==> src/pos_regs.vh <==
// Command codes, bit positions and reset values for the output and input status bytes.
`ifndef POS_REGS_VH
`define POS_REGS_VH
`define POS_CMD_VOUT_STATUS  8'h7a
`define POS_CMD_IOUT_STATUS  8'h7b
`define POS_CMD_INPUT_STATUS 8'h7c
`define POS_CMD_STATUS_WORD  8'h79
`define POS_STATUS_RESET     8'h00
`define POS_VOLT_OVER_BIT    7
`define POS_VOLT_UNDER_BIT   4
`define POS_VOLT_LIMIT_BIT   3
`define POS_CURR_FAULT_BIT   7
`define POS_CURR_WARN_BIT    5
`define POS_IN_OVF_BIT       7
`define POS_IN_UVF_BIT       4
`define POS_IN_OCF_BIT       2
`define POS_IN_OCW_BIT       1
`define POS_WORD_VOUT_BIT    15
`endif

==> src/pos_status_regs.v <==
// Output voltage, output current and input fault status bytes.
`timescale 1ns/1ps
`default_nettype none
`include "pos_regs.vh"
// What this block does
// - Voltage status byte at 7Ah, resets zero.
// - Bit 7 latches output overvoltage fault.
// - Bit 4 latches output undervoltage fault.
// - Voltage bits 6,5,2,1,0 always read zero.
// - Current status byte at 7Bh, resets zero.
// - Bit 7 latches output overcurrent fault.
// - Bit 5 latches output overcurrent warning.
// - Current bits 6,4,3,2,1,0 always read zero.
// - Input status byte at 7Ch, resets zero.
// - All flags except input undervoltage raise alert.
// - Summary bit 15 set by voltage flags.
module pos_status_regs (
   input  wire       ref_clk,          // Controller clock, 25 MHz.
   input  wire       rst_n,            // Asynchronous reset, active low.
   input  wire       ov_fault_i,       // Output overvoltage detected.
   input  wire       uv_fault_i,       // Output undervoltage detected.
   input  wire       vout_req_i,       // Output voltage program request.
   input  wire [7:0] vout_req_code_i,  // Requested output voltage code.
   input  wire [7:0] max_output_voltage_limit_i, // Configured ceiling.
   input  wire       oc_fault_i,       // Output overcurrent fault.
   input  wire       oc_warn_i,        // Output overcurrent warning.
   input  wire       in_ov_fault_i,    // Input overvoltage fault.
   input  wire       in_uv_fault_i,    // Input undervoltage fault.
   input  wire       in_oc_fault_i,    // Input overcurrent fault.
   input  wire       in_oc_warn_i,     // Input overcurrent warning.
   input  wire       clear_faults_i,   // Host clear-faults strobe.
   input  wire       rd_i,             // Host read strobe.
   input  wire       wr_i,             // Host write strobe, ignored.
   input  wire [7:0] cmd_i,            // Command code of the access.
   output reg  [7:0] rd_data_q,        // Byte answered to the read.
   output reg        rd_valid_q,       // Read answer valid, one cycle.
   output reg        summary_vout_q,   // Summary word bit 15.
   output reg        fault_alert_output_q, // Alert request, active high.
   output reg        alert_oe_q        // Open-drain alert pull enable.
);
   // Latched flags, one sticky cell each.
   wire [8:0] flag;
   // Limit comparison happens only on a real request.
   wire       maxw_evt = vout_req_i &&
                         (vout_req_code_i > max_output_voltage_limit_i);
   wire [8:0] set_vec = {in_oc_warn_i, in_oc_fault_i, in_uv_fault_i,
                         in_ov_fault_i, oc_warn_i, oc_fault_i,
                         maxw_evt, uv_fault_i, ov_fault_i};

   // Writes never reach the cells; only clear-faults and reset clear them.
   genvar g;
   generate
      for (g = 0; g < 9; g = g + 1) begin : g_flag
         pos_sticky_flag u_flag (
            .ref_clk (ref_clk),
            .rst_n   (rst_n),
            .set_i   (set_vec[g]),
            .clear_i (clear_faults_i),
            .flag_q  (flag[g])
         );
      end
   endgenerate

   // Assembled bytes; unsupported bits are hard zero.
   reg [7:0] vout_byte;
   reg [7:0] iout_byte;
   reg [7:0] in_byte;
   always @* begin
      vout_byte = `POS_STATUS_RESET;
      vout_byte[`POS_VOLT_OVER_BIT]  = flag[0];
      vout_byte[`POS_VOLT_UNDER_BIT] = flag[1];
      vout_byte[`POS_VOLT_LIMIT_BIT] = flag[2];
      iout_byte = `POS_STATUS_RESET;
      iout_byte[`POS_CURR_FAULT_BIT] = flag[3];
      iout_byte[`POS_CURR_WARN_BIT]  = flag[4];
      in_byte = `POS_STATUS_RESET;
      in_byte[`POS_IN_OVF_BIT] = flag[5];
      in_byte[`POS_IN_UVF_BIT] = flag[6];
      in_byte[`POS_IN_OCF_BIT] = flag[7];
      in_byte[`POS_IN_OCW_BIT] = flag[8];
   end

   // Read answer is registered; unknown codes answer zero.
   always @(posedge ref_clk or negedge rst_n) begin
      if (!rst_n) begin
         rd_data_q  <= `POS_STATUS_RESET;
         rd_valid_q <= 1'b0;
      end else begin
         rd_valid_q <= rd_i;
         if (rd_i) begin
            case (cmd_i)
               `POS_CMD_VOUT_STATUS:  rd_data_q <= vout_byte;
               `POS_CMD_IOUT_STATUS:  rd_data_q <= iout_byte;
               `POS_CMD_INPUT_STATUS: rd_data_q <= in_byte;
               default:               rd_data_q <= `POS_STATUS_RESET;
            endcase
         end
      end
   end

   // Summary and alert follow the flags one cycle late.
   always @(posedge ref_clk or negedge rst_n) begin
      if (!rst_n) begin
         summary_vout_q       <= 1'b0;
         fault_alert_output_q <= 1'b0;
         alert_oe_q           <= 1'b0;
      end else begin
         summary_vout_q <= |vout_byte;
         // Input undervoltage is left out: it is normal at power-up.
         fault_alert_output_q <= |{flag[8:7], flag[5:0]};
         alert_oe_q           <= |{flag[8:7], flag[5:0]};
      end
   end
endmodule // pos_status_regs
`default_nettype wire

==> src/pos_sticky_flag.v <==
// One sticky status flag with set-over-clear priority.
`timescale 1ns/1ps
`default_nettype none
module pos_sticky_flag (
   input  wire ref_clk,   // Controller clock.
   input  wire rst_n,     // Asynchronous reset, active low.
   input  wire set_i,     // Fault event, one cycle or level.
   input  wire clear_i,   // Clear-faults strobe.
   output reg  flag_q     // Latched flag.
);
   // A set in the clear cycle wins so that no event is lost.
   always @(posedge ref_clk or negedge rst_n) begin
      if (!rst_n) begin
         flag_q <= 1'b0;
      end else if (set_i) begin
         flag_q <= 1'b1;
      end else if (clear_i) begin
         flag_q <= 1'b0;
      end
   end
endmodule // pos_sticky_flag
`default_nettype wire

==> config.mk <==
export PLATFORM = sky130hd
export DESIGN_NAME = pos_status_regs
export DESIGN_NICKNAME = d
export VERILOG_FILES = /design/src/pos_status_regs.v /design/src/pos_sticky_flag.v
export VERILOG_INCLUDE_DIRS = /design/src
export SDC_FILE = /design/constraint.sdc
export NUM_CORES = 1
export LEC_CHECK = 0
export BUFFER_PORTS_ARGS = -buffer_cell sky130_fd_sc_hd__buf_4
export CAP_MARGIN = 0
export CORE_MARGIN = 2
export CORE_UTILIZATION = 46
export DETAILED_ROUTE_END_ITERATION = 6
export PLACE_DENSITY_LB_ADDON = 0.08
export SYNTH_ARGS = -nofsm -noshare
export SYNTH_HDL_FRONTEND = slang
export SYNTH_SLANG_ARGS = --single-unit
==> constraint.sdc <==
create_clock -name ref_clk -period 3 [get_ports ref_clk]
set_input_delay 0.6 -clock ref_clk [delete_from_list [all_inputs] [get_ports ref_clk]]
set_output_delay 0.6 -clock ref_clk [all_outputs]
set_load 0.01 [all_outputs]
## Yosys cells after proc, flatten, opt, wreduce, memory -nomap -nowiden

Index checks and enable logic that the tools add are counted.

| storage, ports and cells | value |
|---|---|
| bits in registers | 20 |
| input port bits | 38 |
| word-level logic and storage cells | 40 |

| cells by class | value |
|---|---|
| $lt $le $gt $ge | 1 |
| equal/unequal tests | 3 |
| multiplexer cells | 11 |
| reduce and logical (&&, ||, !) cells | 12 |

Operators with widths:

| operator | number |
|---|---|
| 8-bit by 7-bit == test with 1-bit output (second input constant) | 3 |
| 8-bit one-hot mux with 3 select lines | 1 |
| 2-bit nonzero test | 9 |
| 1-bit 2-to-1 mux | 10 |
| 8-bit greater-than comparator | 1 |
| 8-bit OR reduction | 1 |
| 3-bit OR reduction | 1 |
| 1-bit logical AND | 1 |

## Depth between registers and ports, before layout

| logic depth | value |
|---|---|
| depth in word-level cells | 3 |
| mapped depth | 6 |
| gate-level depth less buffers | 6 |

## Cells and area by module

Synthesis repeated with hierarchy kept, for this count alone.

| unflattened totals | value |
|---|---|
| cell total of the unflattened synthesis | 88 |
| area total of the unflattened synthesis | 927.1 µm² |

Modules (own cells, without submodules):

| module | instances | cells an instance | area an instance (µm²) | sequential area each (µm²) |
|---|---|---|---|---|
| pos_status_regs | 1 | 61 | 600.6 | 225.2 |
| pos_sticky_flag | 9 | 3 | 36.3 | 25.0 |

## Worst setup path after synthesis

Ideal clock, no wire load.

| timing path | value |
|---|---|
| path type | input -> register |
| start point | input port max_output_voltage_limit_i[1] |
| end point | register g_flag[2].u_flag.flag_q |
| setup time | 124 ps |
| arrival | 1495 ps |
| data required time | 2876 ps |
| slack | 1381 ps |
| stages | 6 |
| buffers on the path | 0 |
| path through | inv_1 -> ha_1 -> nor2b_1 -> o211ai_1 -> a211oi_1 -> a211o_1 |

| between the ends | value |
|---|---|
| word-level cells in the longest chain between the ends | 3 |
| elaborated cells between the ends (all ways) | 4 |

RTL lines:

| element | RTL line | source |
|---|---|---|
| from (decl) | pos_status_regs.v:24 | `input wire [7:0] max_output_voltage_limit_i,` |
| 8-bit greater-than comparator (*) | pos_status_regs.v:45 | `(vout_req_code_i > max_output_voltage_limit_i);` |
| 1-bit logical AND (*) | pos_status_regs.v:44 | `wire maxw_evt = vout_req_i &&` |
| 1-bit 2-to-1 mux / 2-bit nonzero test (equally long branches) | -- |  |
| to (signal assigned) | pos_sticky_flag.v:14 | `flag_q <= 1'b0;` |
| to (signal assigned) | pos_sticky_flag.v:16 | `flag_q <= 1'b1;` |
| to (signal assigned) | pos_sticky_flag.v:18 | `flag_q <= 1'b0;` |
| to (decl) | pos_sticky_flag.v:9 | `output reg flag_q` |

Mark *: on every way between the ends. The rest lies on a longest branch, timed or not.
A chain may end at the register's enable or synchronous reset.

## Worst setup path in the final report

| timing path | value |
|---|---|
| start point | input port vout_req_code_i[7] |
| end point | register g_flag[2].u_flag.flag_q |

| between the ends | value |
|---|---|
| word-level cells in the longest chain between the ends | 3 |
| elaborated cells between the ends (all ways) | 4 |

RTL lines:

| element | RTL line | source |
|---|---|---|
| from (decl) | pos_status_regs.v:23 | `input wire [7:0] vout_req_code_i,` |
| 8-bit greater-than comparator (*) | pos_status_regs.v:45 |  |
| 1-bit logical AND (*) | pos_status_regs.v:44 |  |
| 1-bit 2-to-1 mux / 2-bit nonzero test (equally long branches) | -- |  |

Marked as above.

==> flow_summary_export.csv <==
group,metric,value,unit
floorplanning,std_cell_rows,15,
cells_and_area,drive_gt1_share,40.9,%
placement,place_congestion,0.719,
cells_and_area,synthToLayoutAreaGrowth,42.3,%
synthesis,syn_area,898,sq um
pwr,cellPowerDensity,360,nW/um^2
setup_path,crit_start,"vout_req_code_i[7]",
cells_and_area,finish.utilization,71.7,%
synthesis,synth-simple-area-share,10.4,%
clock_network,clk_pin_slew_worst_paths,0.09,ns
synthesis,yosys.cell_count.top_type,"dfrtp_1",
detailed_routing,vias,765,
cells_and_area,diodes,0,
setup_path,reg2reg_depth,2,
grt,met2_usage,28.4,%
synthesis,ys_ff_latch,18,
clock_network,cts_sinks,18,
setup_path,reg2reg_slack,1.65,ns
setup_path,slowest_stage,"ha_1",
clock_network,htree_levels,1,
floorplanning,die_w,48.2,microns
grt,grt_util_all_layers,17.6,%
clock_network,numCtsBuffers,3,
detailed_routing,ant_nets,0,
floorplanning,design.die.area,2320,sq um
timing,clock.fmax,0.668,GHz
synthesis,synth_top_area_share,50.1,%
setup_path,critPathKind,"primary input to flip-flop",
setup_path,worst_ep_arrival_time,1.67,ns
detailed_routing,wl_per_cell,11.8,microns
placement,port_buffers,46,
synthesis,synthCells,80,
timing,setup_tns,0,ns
setup_path,crit_chain,"buf_4, ha_1, nand4_1, o21ai_1, a211oi_1, a211o_1",
timing,grt_setup_unrepaired,"false",
grt,grt_pass1_wl,2.70,mm
clock_network,post-cts-setup-buffer-count,0,
timing,slew_viol_final,0,
synthesis,yosys_warnings,0,
worst_hold_path,hold_class,"primary input to async pin",
placement,placed_area,1260,sq um
synthesis,synth_top_cells_by_area,"dfrtp_1 50%, ha_1 11%, a21o_1 6.7%",
synthesis,synth_top_family_by_area,"compound AO/OA/AOI/OAI gates",
floorplanning,core_area,1780,sq um
synthesis,yosysTopAreaCell,"dfrtp_1",
timing,period_minus_slack,1.50,ns
grt,gr-usage-met3,7.41,%
cells_and_area,final_area,1280,sq um
setup_path,r2r-start,"g_flag[4].u_flag.flag_q",
synthesis,synth_area_per_cell,11.2,sq um
setup_path,slowest_delay,0.30,ns
grt,antenna_found_initial,0,
grt,grt_max_degree,19,
synthesis,ys_top_cells_by_count,"18 x dfrtp_1, 10 x inv_1, 8 x a21o_1, 8 x ha_1, 4 x nand4_1",
timing,setup_viol,0,
grt,gr-max-usage-layer,"met2",
grt,gr-total-overflow,0,
setup_path,endpoint_kind,"flip-flop",
floorplanning,num_io_pins,50,
synthesis,synthAdderAreaFrac,11.1,%
timing,finClkSkew,0.00140,ns
synthesis,ys_types,23,
cells_and_area,nFillCells,154,
placement,dpl.hpwl,1.52,mm
synthesis,synth_ff_type,"dfrtp_1",
status,status,"finished clean",
timing,finalHoldViolCount,0,
setup_path,crit_fanout,3,
cells_and_area,multi_input_area,388,sq um
detailed_routing,drtIter0Drc,10,
cells_and_area,nNetsFinal,175,
detailed_routing,viasPerCell,5.03,
floorplanning,initial_core_util,50.4,%
clock_network,ctsHoldBuffers,0,
setup_path,critPathRequiredTime,3.18,ns
synthesis,synthMuxAreaShare,0,%
clock_network,ctsLongestPathBuffers,2,
grt,first_global_vias,674,
synthesis,synth_async_sr_flop_share,100,%
synthesis,yosysSeqAreaShare,50.1,%
clock_network,clockRootBuffer,"clkbuf_4",
timing,post-route-period-util,49.9,%
cells_and_area,final-seq-area,450,sq um
setup_path,critPathLaunchType,"primary input",
flow_run,cap_viol_max_count,0,
grt,use_met1,20.5,%
synthesis,synth_xor_xnor_area_share,0,%
clock_network,tritoncts,"built",
clock_network,clock_latency,0.28,ns
synthesis,synth_edf_count,0,
floorplanning,dieHeight,48.2,microns
detailed_routing,drtPass1Iterations,4,
detailed_routing,wirelength,1.79,mm
pwr,power,460,uW
clock_network,cts-resized-gates,0,
pwr,peakVddDrop,281,uV
pwr,p_leak,0.677,nW
detailed_routing,drc_errors,0,
synthesis,synth_compound_area_share,20.8,%
## final cells by class
type	instances	area share (%)
flip-flops and latches	18	35.2
multi-input cells	49	30.3
repair buffers	46	27.0
inverters	11	3.23
well taps	25	2.45
clock buffers	3	1.76
## flip-flops by register name (all words and copies together), names as in the netlist
register and flops:
rd_valid_q 1, summary_vout_q 1, g_flag.u_flag.flag_q 9, rd_data_q 6, alert_oe_q 1
## metrics by stage
step                instances  setup slack [ns]  hold slack (ns)
finish                    152              1.50            0.164
detailed placement        149              1.20            0.476
CTS                       152              1.52            0.154
global placement          149              1.23            0.474
global route              152              1.41            0.144
floorplan                  81              1.38            0.304
## final timing paths
check	end
hold / removal	summary_vout_q
setup / recovery	g_flag[2].u_flag.flag_q
hold reg to reg	rd_data_q[1]
min in group ref_clk	rd_valid_q
setup reg to reg	alert_oe_q
max in group asynchronous	g_flag[2].u_flag.flag_q
## kinds of logic after synthesis
kind of cell               after synthesis
AOI/OAI and AO/OA                       25
DFF                                     18
buffers and inverters                   14
adders and majority gates                8
and+or+nand+nor                         14
other                                    1
## cell usage in the layout, fill, tap and decap left out, drive strengths merged
master | netlist | layout
a211oi | 1 | 1
or3 | 2 | 2
dfrtp | 18 | 18
o21ai | 3 | 3
a21o | 9 | 9
a21oi | 3 | 3
o211ai | 1 | 1
a211o | 1 | 1
and2b | 1 | 1
nand3 | 2 | 2
a32o | 3 | 3
inv | 11 | 11
conb | 1 | 2
or4 | 1 | 1
a22oi | 1 | 1
a22o | 3 | 3
clkbuf | 0 | 3
buf | 3 | 46
nor3b | 1 | 1
ha | 8 | 8
nor2b | 3 | 3
nand4 | 4 | 4
## layer usage
layer	routed length [microns]	up-vias
met1	773	343
met2	863	35
li1	-	385
met4	12	0
met5	0	-
met3	141	2
## report_power, final
group / switching [mW] / total, mW / leakage, nW / internal [mW]
Clock: 0.0656 / 0.112 / 0.0138 / 0.0466
Sequential: 0.00750 / 0.261 / 0.212 / 0.253
Combinational: 0.0347 / 0.0867 / 0.452 / 0.0520
## critical path: cells and delay by family
family	cells	cell delay, ns
compound gates	3	0.53
fa+ha+maj	1	0.30
buf+inv	1	0.11
simple gates	1	0.14
Note: power is estimated with default switching activity, not from simulation.
